## config.mk

```make
export PLATFORM = sky130hd
export DESIGN_NAME = ubn_top
export DESIGN_NICKNAME = d
export VERILOG_FILES = /design/src/inc/ubn_pkg.sv /design/src/core/ubn_break_counter.sv /design/src/core/ubn_top.sv
export VERILOG_INCLUDE_DIRS = /design/src /design/src/inc
export SDC_FILE = /design/constraint.sdc
export NUM_CORES = 1
export LEC_CHECK = 0
export ABC_CLOCK_PERIOD_IN_PS = 1550
export BUFFER_PORTS_ARGS = -buffer_cell sky130_fd_sc_hd__buf_2
export CORE_ASPECT_RATIO = 1.4
export CORE_UTILIZATION = 46
export DETAILED_ROUTE_END_ITERATION = 8
export PLACE_DENSITY = 0.77
export SLEW_MARGIN = 20
export SYNTH_ARGS = -nofsm -noshare
export SYNTH_HDL_FRONTEND = slang
export SYNTH_SLANG_ARGS = --single-unit
```

## constraint.sdc

```tcl
create_clock -name pclk -period 1.55 [get_ports pclk]
set_input_delay 0.155 -clock pclk [delete_from_list [all_inputs] [get_ports pclk]]
set_output_delay 0.155 -clock pclk [all_outputs]
set_load 0.1 [all_outputs]
```

## src/inc/ubn_defines.svh

```systemverilog
`ifndef UBN_DEFINES_SVH
`define UBN_DEFINES_SVH

// Register indices; byte address is four times the index
`define UBN_IDX_CTRL3        8'h46
`define UBN_IDX_DATA         8'h47
`define UBN_IDX_CONFIG       8'h48
`define UBN_IDX_STATUS       8'h49

// Control three field positions
`define UBN_C3_RX_NINTH      7
`define UBN_C3_TX_NINTH      6
`define UBN_C3_TX_DIR        5
`define UBN_C3_TX_INV        4
`define UBN_C3_OR_IE         3
`define UBN_C3_NOISE_IE      2
`define UBN_C3_FRAMING_IE    1
`define UBN_C3_PARITY_IE     0
`define UBN_C3_RW_MASK       8'h7F

// Config field positions
`define UBN_CF_RX_INV        0
`define UBN_CF_LONG_BRK      1
`define UBN_CF_NINE_BIT      2
`define UBN_CF_LOOPBACK      3
`define UBN_CF_RX_SOURCE     4
`define UBN_CF_RW_MASK       8'h1F

// Status field positions, write one to clear
`define UBN_ST_PARITY        0
`define UBN_ST_FRAMING       1
`define UBN_ST_NOISE         2
`define UBN_ST_OVERRUN       3
`define UBN_ST_RX_FULL       4
`define UBN_ST_BRK           5

// Reset values
`define UBN_RST_CTRL3        8'h00
`define UBN_RST_CONFIG       8'h00
`define UBN_RST_STATUS       8'h00
`define UBN_RST_DATA         8'h00

// Break thresholds in bit times
`define UBN_BRK_NORMAL       10
`define UBN_BRK_LONG         11

`endif

```

## src/inc/ubn_pkg.sv

```systemverilog
`default_nettype none
package ubn_pkg;
  typedef logic [7:0] ubn_byte_type;
  typedef logic [8:0] ubn_word9_type;
  typedef enum logic [1:0] {
    UBN_APB_IDLE   = 2'b00,
    UBN_APB_ACCESS = 2'b01,
    UBN_APB_DONE   = 2'b11
  } ubn_apb_state_type;
endpackage : ubn_pkg
`default_nettype wire

```

## src/core/ubn_break_counter.sv

```systemverilog
`timescale 1ns/1ps
`default_nettype none
`include "ubn_defines.svh"

module ubn_break_counter #(
  parameter int CNT_W = 4
) (
  input  wire logic pclk,
  input  wire logic presetn,
  input  wire logic ce,
  input  wire logic bit_tick,
  input  wire logic rx_level,
  input  wire logic long_mode,
  output logic      break_pulse
);

  logic [CNT_W-1:0] low_cnt_reg;
  logic [CNT_W-1:0] low_cnt_next;
  logic [CNT_W-1:0] threshold;
  logic             hit;
  logic             done_reg;

  // Threshold 10 bit times, 11 with long detection
  assign threshold    = long_mode ? CNT_W'(`UBN_BRK_LONG) : CNT_W'(`UBN_BRK_NORMAL);
  assign low_cnt_next = (low_cnt_reg == threshold) ? low_cnt_reg : low_cnt_reg + CNT_W'(1);
  assign hit          = bit_tick && !rx_level && !done_reg && (low_cnt_next == threshold);

  // Count consecutive low bit samples, restart on high
  always_ff @(posedge pclk or negedge presetn) begin
    if (!presetn) begin
      low_cnt_reg <= '0;
      done_reg    <= 1'b0;
      break_pulse <= 1'b0;
    end else if (ce) begin
      break_pulse <= hit;
      if (bit_tick && rx_level) begin
        low_cnt_reg <= '0;
        done_reg    <= 1'b0;
      end else if (bit_tick) begin
        low_cnt_reg <= low_cnt_next;
        done_reg    <= done_reg | hit;
      end
    end
  end

endmodule // ubn_break_counter
`default_nettype wire

```

## src/core/ubn_top.sv

```systemverilog
// Summary of operation
// - Receive inversion flips the serial input before all receive processing.
// - Long break detection raises the break threshold from 10 to 11 bits.
// - Long break detection stops the framing error flag from setting.
// - Nine-bit mode stores received ninth bit in control bit 7 with data.
// - Nine-bit mode: data write sends control bit 6 plus data to shifter.
// - Single-wire mode: control bit 5 sets transmit pin as input or output.
// - Control bit 4 inverts the serial transmit output polarity.
// - Control bit 3 gates the overrun flag onto the interrupt request.
// - Control bit 2 gates the noise flag onto the interrupt request.
// - Control bit 1 gates the framing error flag onto the interrupt request.
// - Control bit 0 gates the parity error flag onto the interrupt request.
// - Long break detection stops the receive-data-full flag from setting.
`timescale 1ns/1ps
`default_nettype none
`include "ubn_defines.svh"

module ubn_top #(
  parameter int CNT_W = 4
) (
  input  wire logic        pclk,
  input  wire logic        presetn,
  input  wire logic        ce,
  input  wire logic        psel,
  input  wire logic        penable,
  input  wire logic        pwrite,
  input  wire logic [11:0] paddr,
  input  wire logic [31:0] pwdata,
  output logic      [31:0] prdata,
  output logic             pready,
  output logic             pslverr,
  input  wire logic        rx_pin,
  output logic             rx_line,
  input  wire logic        bit_tick,
  input  wire logic        rx_frame_done,
  input  wire logic [8:0]  rx_frame_word,
  input  wire logic        rx_framing_err,
  input  wire logic        rx_noise_err,
  input  wire logic        rx_parity_err,
  input  wire logic        rx_overrun_err,
  input  wire logic        tx_serial,
  output logic             tx_pin_out,
  output logic             tx_pin_oe,
  output logic             tx_load,
  output logic      [8:0]  tx_word,
  output logic             nine_bit_mode,
  output logic             break_detect,
  output logic             serial_irq
);

  ubn_pkg::ubn_apb_state_type apb_state_reg;
  ubn_pkg::ubn_apb_state_type apb_state_next;
  ubn_pkg::ubn_byte_type      ctrl3_reg;
  ubn_pkg::ubn_byte_type      config_reg;
  ubn_pkg::ubn_byte_type      status_reg;
  ubn_pkg::ubn_byte_type      status_next;
  ubn_pkg::ubn_byte_type      rx_data_reg;
  ubn_pkg::ubn_byte_type      tx_data_reg;
  ubn_pkg::ubn_byte_type      rd_mux;
  ubn_pkg::ubn_byte_type      set_bits;
  ubn_pkg::ubn_byte_type      clr_bits;
  ubn_pkg::ubn_byte_type      ctrl3_view;
  logic                       tx_ninth_reg;
  logic                       rx_ninth_reg;
  logic                       tx_load_reg;
  logic                       brk_pulse;

  // Address decode; byte address is four times the index
  wire        word_ok   = (paddr[1:0] == 2'b00) && (paddr[11:10] == 2'b00);
  wire [7:0]  word_idx  = paddr[9:2];
  wire        hit_ctrl3 = word_ok && (word_idx == `UBN_IDX_CTRL3);
  wire        hit_data  = word_ok && (word_idx == `UBN_IDX_DATA);
  wire        hit_cfg   = word_ok && (word_idx == `UBN_IDX_CONFIG);
  wire        hit_stat  = word_ok && (word_idx == `UBN_IDX_STATUS);
  wire        mapped    = hit_ctrl3 | hit_data | hit_cfg | hit_stat;
  wire        acc_end   = (apb_state_reg == ubn_pkg::UBN_APB_ACCESS);
  wire        wr_stb    = acc_end && pwrite && mapped;
  wire        rd_stb    = acc_end && !pwrite && mapped;

  // Config bit views
  wire        rx_inv    = config_reg[`UBN_CF_RX_INV];
  wire        long_brk  = config_reg[`UBN_CF_LONG_BRK];
  wire        nine_bit  = config_reg[`UBN_CF_NINE_BIT];
  wire        single_wr = config_reg[`UBN_CF_LOOPBACK] && config_reg[`UBN_CF_RX_SOURCE];

  // Control three with read-only ninth receive bit on top
  assign ctrl3_view = {rx_ninth_reg, ctrl3_reg[6:0]};

  // Read data selection
  assign rd_mux = hit_ctrl3 ? ctrl3_view  :
                  hit_data  ? rx_data_reg :
                  hit_cfg   ? config_reg  :
                  hit_stat  ? status_reg  : 8'h00;

  // APB sequencing: two wait cycles, then ready
  always_comb begin
    apb_state_next = apb_state_reg;
    unique case (apb_state_reg)
      ubn_pkg::UBN_APB_IDLE:   if (psel && penable) apb_state_next = ubn_pkg::UBN_APB_ACCESS;
      ubn_pkg::UBN_APB_ACCESS: apb_state_next = ubn_pkg::UBN_APB_DONE;
      ubn_pkg::UBN_APB_DONE:   apb_state_next = ubn_pkg::UBN_APB_IDLE;
      default:                 apb_state_next = ubn_pkg::UBN_APB_IDLE;
    endcase
  end

  // Hardware flag sets; framing and full masked while long break detection is on
  always_comb begin
    set_bits = 8'h00;
    set_bits[`UBN_ST_PARITY]  = rx_frame_done && rx_parity_err;
    set_bits[`UBN_ST_FRAMING] = rx_frame_done && rx_framing_err && !long_brk;
    set_bits[`UBN_ST_NOISE]   = rx_frame_done && rx_noise_err;
    set_bits[`UBN_ST_OVERRUN] = rx_overrun_err;
    set_bits[`UBN_ST_RX_FULL] = rx_frame_done && !long_brk;
    set_bits[`UBN_ST_BRK]  = brk_pulse;
  end

  // Write-one clears and data read clears full flag; set wins
  always_comb begin
    clr_bits = 8'h00;
    if (wr_stb && hit_stat) begin
      clr_bits = pwdata[7:0];
    end
    if (rd_stb && hit_data) begin
      clr_bits[`UBN_ST_RX_FULL] = 1'b1;
    end
    status_next = (status_reg & ~clr_bits) | set_bits;
  end

  // Bus state and answer
  always_ff @(posedge pclk or negedge presetn) begin
    if (!presetn) begin
      apb_state_reg <= ubn_pkg::UBN_APB_IDLE;
      pready        <= 1'b0;
      pslverr       <= 1'b0;
      prdata        <= 32'h0000_0000;
    end else if (ce) begin
      apb_state_reg <= apb_state_next;
      pready        <= acc_end;
      pslverr       <= acc_end && !mapped;
      prdata        <= acc_end ? {24'h00_0000, rd_mux} : 32'h0000_0000;
    end
  end

  // Software-written control and config
  always_ff @(posedge pclk or negedge presetn) begin
    if (!presetn) begin
      ctrl3_reg  <= `UBN_RST_CTRL3;
      config_reg <= `UBN_RST_CONFIG;
    end else if (ce) begin
      if (wr_stb && hit_ctrl3) begin
        ctrl3_reg <= pwdata[7:0] & `UBN_C3_RW_MASK;
      end
      if (wr_stb && hit_cfg) begin
        config_reg <= pwdata[7:0] & `UBN_CF_RW_MASK;
      end
    end
  end

  // Transmit buffer: ninth bit joins data on write
  always_ff @(posedge pclk or negedge presetn) begin
    if (!presetn) begin
      tx_data_reg  <= `UBN_RST_DATA;
      tx_ninth_reg <= 1'b0;
      tx_load_reg  <= 1'b0;
    end else if (ce) begin
      tx_load_reg <= wr_stb && hit_data;
      if (wr_stb && hit_data) begin
        tx_data_reg  <= pwdata[7:0];
        tx_ninth_reg <= nine_bit && ctrl3_reg[`UBN_C3_TX_NINTH];
      end
    end
  end

  // Receive buffer, ninth bit updated together with data
  always_ff @(posedge pclk or negedge presetn) begin
    if (!presetn) begin
      rx_data_reg  <= `UBN_RST_DATA;
      rx_ninth_reg <= 1'b0;
      status_reg   <= `UBN_RST_STATUS;
    end else if (ce) begin
      status_reg <= status_next;
      if (set_bits[`UBN_ST_RX_FULL]) begin
        rx_data_reg  <= rx_frame_word[7:0];
        rx_ninth_reg <= nine_bit && rx_frame_word[8];
      end
    end
  end

  // Pin side: inversion, direction, interrupt combine
  always_ff @(posedge pclk or negedge presetn) begin
    if (!presetn) begin
      rx_line    <= 1'b1;
      tx_pin_out <= 1'b1;
      tx_pin_oe  <= 1'b0;
      serial_irq <= 1'b0;
    end else if (ce) begin
      rx_line    <= rx_pin ^ rx_inv;
      tx_pin_out <= tx_serial ^ ctrl3_reg[`UBN_C3_TX_INV];
      tx_pin_oe  <= !single_wr || ctrl3_reg[`UBN_C3_TX_DIR];
      serial_irq <= (status_next[`UBN_ST_OVERRUN] && ctrl3_reg[`UBN_C3_OR_IE])
                 || (status_next[`UBN_ST_NOISE]   && ctrl3_reg[`UBN_C3_NOISE_IE])
                 || (status_next[`UBN_ST_FRAMING] && ctrl3_reg[`UBN_C3_FRAMING_IE])
                 || (status_next[`UBN_ST_PARITY]  && ctrl3_reg[`UBN_C3_PARITY_IE]);
    end
  end

  // Registered copies toward the frame engine
  always_ff @(posedge pclk or negedge presetn) begin
    if (!presetn) begin
      tx_load       <= 1'b0;
      tx_word       <= 9'h000;
      nine_bit_mode <= 1'b0;
      break_detect  <= 1'b0;
    end else if (ce) begin
      tx_load       <= tx_load_reg;
      tx_word       <= {tx_ninth_reg, tx_data_reg};
      nine_bit_mode <= nine_bit;
      break_detect  <= brk_pulse;
    end
  end

  // Break detector on the already inverted line
  ubn_break_counter #(
    .CNT_W (CNT_W)
  ) u_break (
    .pclk        (pclk),
    .presetn     (presetn),
    .ce          (ce),
    .bit_tick    (bit_tick),
    .rx_level    (rx_line),
    .long_mode   (long_brk),
    .break_pulse (brk_pulse)
  );

endmodule // ubn_top
`default_nettype wire

```

==> flow_metrics.py, run 1 <==
metrics = {
    "floorplan": {
        "initial_core_util_pct": 47.8,
        "rows": 37,
        "die_h_um": 106,
        "core_area_um2": 7410,
        "die_width_um": 76.1,
        "io_pins": 117,
        "die_area_um2": 8050,
    },
    "placement": {
        "dpl_cell_area_um2": 4140,
        "gp_congestion": 0.846,
        "io_buffer_count": 68,
        "place_ws_ns": -0.430,
        "place_hpwl_mm": 6.14,
    },
    "timing": {
        "fin_ws_ns": -0.132,
        "fmax_mhz": 595,
        "worstMarginPinSlew_ns": 0.504,
        "final_hold_viol_count": 0,
        "period_share_pct": 109,
        "fin_skew_ns": 0.00582,
        "setup_violations": 27,
        "drv_slew": 0,
        "rsz0062_at_grt": "yes",
        "slew_headroom_pct": 66.3,
        "min_period_ns": 1.68,
    },
    "synthesis": {
        "ys_seq_area_share_pct": 51.7,
        "syn-cell-area_um2": 3540,
        "syn_inst": 307,
        "synth.distinct_cells": 52,
        "async_reset_ff_share_pct": 100,
        "synth_seq_cells": 73,
        "yosysWarnings": 0,
        "avgSynthCellArea_um2": 11.5,
        "synth_edf_count": 0,
        "ys.flop_type": "dfrtp_1",
    },
    "clock_network": {
        "clock_sinks": 73,
        "clkLatencyLatePin_ns": 0.36,
        "cts_buffer_depth": 2,
        "numCtsBuffers": 9,
        "cts_root_buffer": "clkbuf_8",
        "cts.htree.levels": 3,
        "path_clk_slew_ns": 0.08,
        "cts_tree": "done",
    },
    "drt": {
        "wl_per_cell_um": 16.4,
        "wirelength_mm": 8.43,
        "drtIter0Drc": 184,
        "ant_nets": 0,
        "met1_length_mm": 3.47,
        "drt-pass1-iter-count": 4,
        "met3WireLength_um": 484,
        "vias_per_cell": 5.43,
        "drcViolationCount": 0,
        "vias": 2789,
        "dr.max_layer_used": "met4",
        "dr_wl_met2_mm": 4.14,
    },
    "grt": {
        "grt_pass1_vias": 2707,
        "track_usage_pct": 22.0,
        "gr-total-overflow": 0,
        "grt_max_degree": 32,
        "antenna_found_initial": 0,
        "grt_pass1_wl_mm": 13.4,
    },
    "power": {
        "finalPower_w": 0.00461,
        "leakage_nw": 2.25,
        "powerDensity_nw_per_um2": 1020,
        "vdd_drop_max_mv": 0.903,
    },
    "setup_path": {
        "path_class": "register to register",
        "crit_path_start_kind": "register",
        "worstPathArrival_ns": 1.92,
        "crit_fanout": 4,
        "crit_required_ns": 1.79,
        "end_kind": "register",
    },
    "finish": {
        "area_growth_pct": 27.4,
        "final_layout_size_suffix_gt1_share_pct": 41.5,
        "final_area_um2": 4510,
        "antenna_cells": 0,
        "largest_register_ffs": 9,
        "nets": 480,
        "max_flop_register": "tx_word",
    },
    "worst_hold_path": {
        "hp-class": "primary input to register",
    },
    "outcome": {
        "violations": "negative setup slack",
        "status": "finished with violations",
    },
    "flow_run": {
        "cap_viol_max_count": 0,
    },
}
final timing paths:
| check | startpoint | endpoint | slack (ns) | cells past startpoint |
|---|---|---|---|---|
| max in group asynchronous | presetn | tx_pin_out | 0.66 | 3 |
| min reg2reg | tx_data_reg[0] | tx_data_reg[0] | 0.49 | 1 |
| min | rx_frame_word[7] | rx_data_reg[7] | 0.02 | 2 |
| max | apb_state_reg[1] | config_reg[1] | -0.13 | 5 |
| max reg2reg | apb_state_reg[1] | config_reg[1] | -0.13 | 5 |
| min in group asynchronous | presetn | apb_state_reg[0] | 0.30 | 2 |
layout make-up:
| type | instances | area, um2 |
|---|---|---|
| multi-input combinational | 211 | 1600 |
| clock buffer | 11 | 141 |
| tap | 97 | 121 |
| fill | 611 | 2900 |
| inverter | 6 | 22.5 |
| timing repair buffer | 111 | 737 |
| clock inverter | 5 | 55.1 |
| sequential | 73 | 1830 |
cell families after synthesis:
kind of cell               count (synthesis)  synth area share, %
AOI/OAI and AO/OA                         66                 13.0
xor gates and xnor gates                   4                0.990
adders and majority gates                  1                0.354
buffers and inverters                     46                 7.82
DFF                                       73                 51.7
muxes                                     43                 13.6
other                                      1                0.106
and+or+nand+nor                           73                 12.5
placed cells by master, fill, tap and decap left out, drive strengths merged, types with 2 or more instances in the layout:
| cell type | netlist | layout |
|---|---|---|
| a21boi | 2 | 2 |
| a21o | 2 | 2 |
| a21oi | 10 | 10 |
| a22o | 12 | 12 |
| a31oi | 3 | 3 |
| a32oi | 5 | 5 |
| and2 | 2 | 2 |
| and3 | 2 | 2 |
| and3b | 2 | 2 |
| and4 | 2 | 2 |
| and4b | 3 | 3 |
| buf | 28 | 108 |
| clkbuf | 12 | 11 |
| clkinv | 0 | 2 |
| clkinvlp | 0 | 2 |
| conb | 1 | 24 |
| dfrtp | 71 | 71 |
| dfstp | 2 | 2 |
| dlygate4sd3 | 0 | 3 |
| inv | 6 | 6 |
| mux2 | 40 | 40 |
| mux2i | 3 | 3 |
| nand2 | 18 | 18 |
| nand2b | 3 | 3 |
| nand3 | 13 | 13 |
| nand3b | 3 | 3 |
| nand4 | 3 | 3 |
| nor2 | 8 | 8 |
| nor2b | 2 | 2 |
| nor3b | 2 | 2 |
| nor4bb | 2 | 2 |
| o21a | 6 | 6 |
| o21ai | 15 | 15 |
| o221ai | 2 | 2 |
| o2bb2ai | 2 | 2 |
| xnor2 | 4 | 4 |
critical path, stage by stage (launching register included):
cell and delay, ns:
dfrtp_1 0.39, nand3b_1 0.22, nor3_4 0.23, and4b_1 0.31, buf_6 0.14, mux2_4 0.29
timing repair:
action	4_1_cts	5_1_grt
hold buffers	2	1
pin swaps	6	8
hold endpoints to repair	16	1
gates resized for setup	12	16
setup buffers	2	6
setup endpoints to repair	27	29
cloned	0	0
cell usage after synthesis (4+ instances only):
master / number / share of area, %
a32oi_1: 5 / 1.2
nor2_1: 8 / 0.85
clkbuf_1: 12 / 1.3
xnor2_1: 4 / 0.99
a22o_1: 12 / 3.0
nand2_1: 18 / 1.9
dfrtp_1: 71 / 50
nand3_1: 13 / 1.8
o21a_1: 6 / 1.3
o21ai_0: 15 / 2.1
buf_4: 25 / 5.3
inv_1: 6 / 0.64
mux2_2: 31 / 9.9
a21oi_1: 10 / 1.4
mux2_1: 9 / 2.9
report_power, final:
part / internal [W] / switching (W)
sequential: 0.00201 / 0.0000669
combinational: 0.000287 / 0.000755
clock: 0.000781 / 0.000707
total: 0.00308 / 0.00153
routing by layer:
metal / GRT usage (%) / vias up
met2: 36.3 / 105
met5: 0 / -
met3: 4.76 / 22
met1: 26.5 / 1372
li1: - / 1290
met4: 12.8 / 0
per-stage QoR:
step	utilization (%)	instances	hold WS, ns	TNS (ns)
final	60.8	514	0.0233	-2.67
after detailed placement	55.9	488	0.156	-9.68
after global placement	55.9	488	0.143	-7.93
after CTS	59.5	507	0.00127	-2.02
after global routing	60.8	514	0.0276	-5.06
after floorplan	-	330	-0.141	-3.48
Note: power is estimated with default switching activity, not from simulation.
==> run 2, diff against run 1 <==
--- a/config.mk
+++ b/config.mk
@@ -12,5 +12,5 @@
 export CORE_UTILIZATION = 46
 export DETAILED_ROUTE_END_ITERATION = 8
-export PLACE_DENSITY = 0.77
+export PLACE_DENSITY = 0.79
 export SLEW_MARGIN = 20
 export SYNTH_ARGS = -nofsm -noshare
==> constraint.sdc (replaced) <==
create_clock -name pclk -period 1.55 [get_ports pclk]
set_input_delay 0.155 -clock pclk [delete_from_list [all_inputs] [get_ports pclk]]
set_output_delay 0.155 -clock pclk [all_outputs]
set_load 0.02 [all_outputs]
==> run 2 against run 1 <==
The flow still finishes with violations (negative setup slack). Core utilization grew 0.49 points. Total power is 1.5% lower. Setup slack got worse by 0.11 ns. Clock-buffer cell count down 1. Design area rose by 0.81%. Routed wire length up 6.2%. Highest routed layer unchanged.
==> flow_metrics.py, run 2 (synthesis results as in run 1) <==
metrics = {
    "power": {
        "internal_power_w": 0.00340,
        "p_sw_share_pct": 25.1,
        "leakage_nw": 2.28,
        "pwr-share-clk_pct": 39.9,
        "power.switching_w": 0.00114,
        "pwr-share-comb_pct": 14.5,
        "powerDensity_nw_per_um2": 998,
        "vdd_drop_max_mv": 0.548,
        "seq_power_share_pct": 45.6,
    },
    "grt": {
        "grt_max_degree": 36,
        "track_usage_pct": 23.4,
        "gr-total-overflow": 0,
        "grt_pass1_vias": 2883,
        "antenna_found_initial": 0,
        "grt_pass1_wl_mm": 14.3,
    },
    "drt": {
        "wirelength_mm": 8.96,
        "ant_nets": 0,
        "vias_per_cell": 5.51,
        "drtIter0Drc": 175,
        "drt-pass1-iter-count": 4,
        "wl_per_cell_um": 17.5,
        "vias": 2821,
        "drcViolationCount": 0,
    },
    "clock_network": {
        "path_clk_slew_ns": 0.08,
        "clkLatencyLatePin_ns": 0.35,
        "clock_sinks": 73,
        "cts.htree.levels": 3,
        "cts_buffer_depth": 2,
        "cts_root_buffer": "clkbuf_8",
        "numCtsBuffers": 9,
        "cts_tree": "done",
    },
    "timing": {
        "fin_skew_ns": 0.00506,
        "fmax_mhz": 558,
        "period_share_pct": 116,
        "rsz0062_at_grt": "yes",
        "setup_violations": 23,
        "drv_slew": 0,
        "fin_ws_ns": -0.242,
        "hold_slack_ns": 0.0142,
        "min_period_ns": 1.79,
        "final_hold_viol_count": 0,
    },
    "placement": {
        "place_hpwl_mm": 6.24,
        "dpl_cell_area_um2": 4150,
        "io_buffer_count": 68,
        "gp_congestion": 0.834,
        "place_ws_ns": -0.425,
    },
    "setup_path": {
        "path_class": "register to register",
        "r2r_cells": 5,
        "end_kind": "register",
        "worstPathArrival_ns": 2.03,
        "crit_required_ns": 1.78,
        "crit_path_start_kind": "register",
        "crit_fanout": 5,
    },
    "finish": {
        "final_area_um2": 4540,
        "area_growth_pct": 28.4,
        "max_flop_register": "tx_word",
        "largest_register_ffs": 9,
        "antenna_cells": 0,
        "final_cell_mix": "dfrtp_1 (71), buf_2 (68), buf_4 (32)",
        "final_layout_size_suffix_gt1_share_pct": 41.9,
        "nets": 479,
        "final_common_cell": "dfrtp_1",
    },
    "floorplan": {
        "core_area_um2": 7410,
        "rows": 37,
        "io_pins": 117,
        "initial_core_util_pct": 47.8,
        "die_width_um": 76.1,
        "die_area_um2": 8050,
        "die_h_um": 106,
    },
    "outcome": {
        "status": "finished with violations",
        "violations": "negative setup slack",
    },
    "worst_hold_path": {
        "hp-class": "primary input to register",
        "min_path_cells": 2,
    },
    "flow_run": {
        "cap_viol_max_count": 0,
    },
}
[run 2: worst max-delay path, stage by stage (launching register included)]
cell and delay [ns]:
dfrtp_1 0.39, nand3b_1 0.22, nor3_4 0.26, and4b_2 0.34, buf_6 0.15, mux2_4 0.31
[run 2: repair_timing]
action | CTS | global route
gates resized for setup | 13 | 13
hold buffers | 1 | 0
pin swaps | 6 | 5
endpoints found under the setup margin | 26 | 32
hold endpoints to repair | 71 | 0
setup buffers | 3 | 5
[run 2: final timing paths]
| path | end | slack, ns | start |
|---|---|---|---|
| max in group asynchronous | tx_data_reg[5] | 0.86 | presetn |
| min reg2reg | tx_data_reg[5] | 0.49 | tx_data_reg[5] |
| min in group asynchronous | prdata[5] | 0.19 | presetn |
| max | ctrl3_reg[3] | -0.24 | apb_state_reg[1] |
| max reg2reg | ctrl3_reg[3] | -0.24 | apb_state_reg[1] |
| min | status_reg[7] | 0.01 | pwdata[7] |
[run 2: per-layer routing]
metal  wire, um  global-route usage [%]  vias to the layer above
met2       4600                    39.4                      106
li1           -                       -                     1279
met4        366                    14.0                        0
met5          0                       0                        -
met3        404                    4.42                       34
met1       3590                    27.7                     1402
[run 2: metrics by stage]
step | std cells | power [W] | util (%) | setup TNS (ns)
finish | 512 | 0.00453 | 61.3 | -3.85
global route | 512 | 0.00472 | 61.3 | -4.73
CTS | 509 | 0.00455 | 60.4 | -2.65
detailed placement | 491 | 0.00273 | 56.1 | -9.64
global placement | 491 | 0.00271 | 56.1 | -7.88
floorplan | 330 | 0.00246 | - | -3.48
[run 2: area by class of cell]
cell class / instances / area, um2
clock inverters: 5 / 104
repair buffers: 110 / 709
multi-input cells: 211 / 1620
flip-flops and latches: 73 / 1830
well taps: 97 / 121
clock buffers: 10 / 138
inverters: 6 / 22.5
fillers: 586 / 2860
[run 2: power groups by stage]
stage               Sequential, W  Clock [W]  Combinational, W
floorplan                 0.00214          0          0.000323
global placement          0.00210          0          0.000609
detailed placement        0.00210          0          0.000626
CTS                       0.00206    0.00182          0.000666
global route              0.00208    0.00192          0.000722
finish                    0.00207    0.00181          0.000656
==> run 3, diff against run 2 <==
Settings changed: BUFFER_PORTS_ARGS -buffer_cell sky130_fd_sc_hd__buf_2 to default, CORE_UTILIZATION 46 to 50, DONT_BUFFER_PORTS from default to 1, PLACE_DENSITY 0.79 to 0.7.
==> run 3 against run 2 <==
The flow finishes with violations (negative hold slack, negative setup slack). Routed wire length grew 3.2%. Global-route usage up 2.9 points. Design area down 2.4%. Core utilization rose by 4.8 points. Clock power down 6%. First-iteration DRC count fell by 19%.
==> flow_metrics.py, run 3 (synthesis results as in run 1) <==
metrics = {
    "outcome": {
        "status": "finished with violations",
        "violations": "negative hold slack, negative setup slack",
    },
    "power": {
        "pwr-share-clk_pct": 39.1,
        "powerDensity_nw_per_um2": 981,
        "seq_power_share_pct": 48.7,
        "p_sw_share_pct": 26.4,
        "leakage_nw": 2.03,
        "pwr-share-comb_pct": 12.3,
        "internal_power_w": 0.00320,
        "finalPower_w": 0.00435,
        "vdd_drop_max_mv": 0.616,
        "power.switching_w": 0.00115,
    },
    "grt": {
        "grt_pass1_vias": 2713,
        "grt_max_degree": 74,
        "antenna_found_initial": 0,
        "gr-total-overflow": 0,
        "grt_pass1_wl_mm": 14.3,
        "track_usage_pct": 26.3,
    },
    "timing": {
        "fin_skew_ns": 0.00737,
        "period_share_pct": 110,
        "setup_violations": 26,
        "slew_headroom_pct": 54.1,
        "drv_slew": 0,
        "final_hold_viol_count": 73,
        "min_period_ns": 1.71,
        "fmax_mhz": 584,
        "hold_slack_ns": -0.512,
        "rsz0062_at_grt": "yes",
        "worstMarginPinSlew_ns": 0.686,
        "fin_ws_ns": -0.161,
    },
    "setup_path": {
        "crit_fanout": 5,
        "path_class": "register to register",
        "crit_path_start_kind": "register",
        "worstPathArrival_ns": 1.95,
        "crit_required_ns": 1.79,
        "end_kind": "register",
    },
    "clock_network": {
        "path_clk_slew_ns": 0.08,
        "cts_tree": "done",
        "cts_root_buffer": "clkbuf_8",
        "clock_sinks": 73,
        "ctsHoldBuffers": 25,
        "cts_buffer_depth": 2,
        "numCtsBuffers": 9,
        "cts.htree.levels": 3,
        "clkLatencyLatePin_ns": 0.35,
    },
    "drt": {
        "drtIter0Drc": 142,
        "drt-pass1-iter-count": 4,
        "vias": 2611,
        "drcViolationCount": 0,
        "vias_per_cell": 5.73,
        "ant_nets": 0,
        "wirelength_mm": 9.24,
        "wl_per_cell_um": 20.3,
    },
    "finish": {
        "fin_util_pct": 66.2,
        "largest_register_ffs": 9,
        "final_cell_mix": "dfrtp_1 (68), conb_1 (24), dlygate4sd3_1 (24)",
        "max_flop_register": "tx_word",
        "area.sequential_um2": 1830,
        "final_area_um2": 4430,
        "fill_cells": 501,
        "final_common_cell": "dfrtp_1",
        "multi_input_area_um2": 1680,
        "final_layout_size_suffix_gt1_share_pct": 31.9,
        "nets": 427,
        "antenna_cells": 0,
        "area_growth_pct": 25.3,
    },
    "floorplan": {
        "die_area_um2": 7420,
        "core_area_um2": 6700,
        "io_pins": 117,
        "die_h_um": 102,
        "rows": 35,
        "die_width_um": 73.1,
        "initial_core_util_pct": 52.8,
    },
    "placement": {
        "io_buffer_count": 0,
        "dpl_cell_area_um2": 3730,
        "place_ws_ns": -0.350,
        "gp_congestion": 0.825,
        "place_hpwl_mm": 5.79,
    },
    "flow_run": {
        "cap_viol_max_count": 0,
    },
    "worst_hold_path": {
        "hp-class": "primary input to asynchronous set/reset pin",
    },
}
[run 3: cell count changes in the layout (fill, tap and decap cells not counted), sizes merged]
cell         delta
inv             +3
buf            -75
clkbuf          -1
bufinv          -1
clkinv          -2
dlygate4sd3    +23
clkinvlp        +2
[run 3: power by group through the flow]
stage | Sequential, W | Clock [W] | Combinational [W]
after floorplan | 0.00214 | 0 | 0.000323
after global placement | 0.00214 | 0 | 0.000383
after detailed placement | 0.00215 | 0 | 0.000393
after CTS | 0.00211 | 0.00172 | 0.000489
after global routing | 0.00213 | 0.00179 | 0.000581
final | 0.00212 | 0.00170 | 0.000533
[run 3: worst paths after layout]
check                      slack, ns  cells past startpoint             start                     end
max                            -0.16                      5  apb_state_reg[1]          tx_data_reg[5]
min                            -0.51                      0           presetn  u_break.low_cnt_reg[3]
max reg2reg                    -0.16                      5  apb_state_reg[1]          tx_data_reg[5]
min reg2reg                     0.51                      1  u_break.done_reg        u_break.done_reg
max in group asynchronous       1.88                      0           presetn                 rx_line
min in group pclk               0.02                      2                ce        apb_state_reg[0]
[run 3: area by class of cell]
class	count	area share (%)
clock buffer	9	2.79
clock inverter	7	2.29
inverter	6	0.508
multi-input combinational	211	37.9
sequential	73	41.3
tap	92	2.60
timing repair buffer	58	12.6
[run 3: critical path, stage by stage, from the launching register on]
cell and delay (ns):
dfrtp_1 0.38, nand3b_1 0.22, nor3_4 0.25, and4_4 0.31
buf_6 0.13, mux2_4 0.31
[run 3: per-stage QoR]
step | cells | TNS, ns
2_1_floorplan | 330 | -3.48
3_3_place_gp | 409 | -5.50
3_5_place_dp | 409 | -6.29
4_1_cts | 452 | -2.11
5_1_grt | 456 | -4.69
6_report | 456 | -2.97
[run 3: metal layers]
layer  share of wire (%)  GRT usage, %
met1                  38          30.5
met2                  53          44.4
met3                 6.0          5.87
met4                 2.9          15.1
met5                   0             0
[run 3: what timing repair did]
action,CTS,global route
gates cloned,0,0
pin swaps,4,15
setup buffers,2,4
endpoints found under the hold margin,132,73
resized for setup,21,28
setup endpoints to repair,24,29
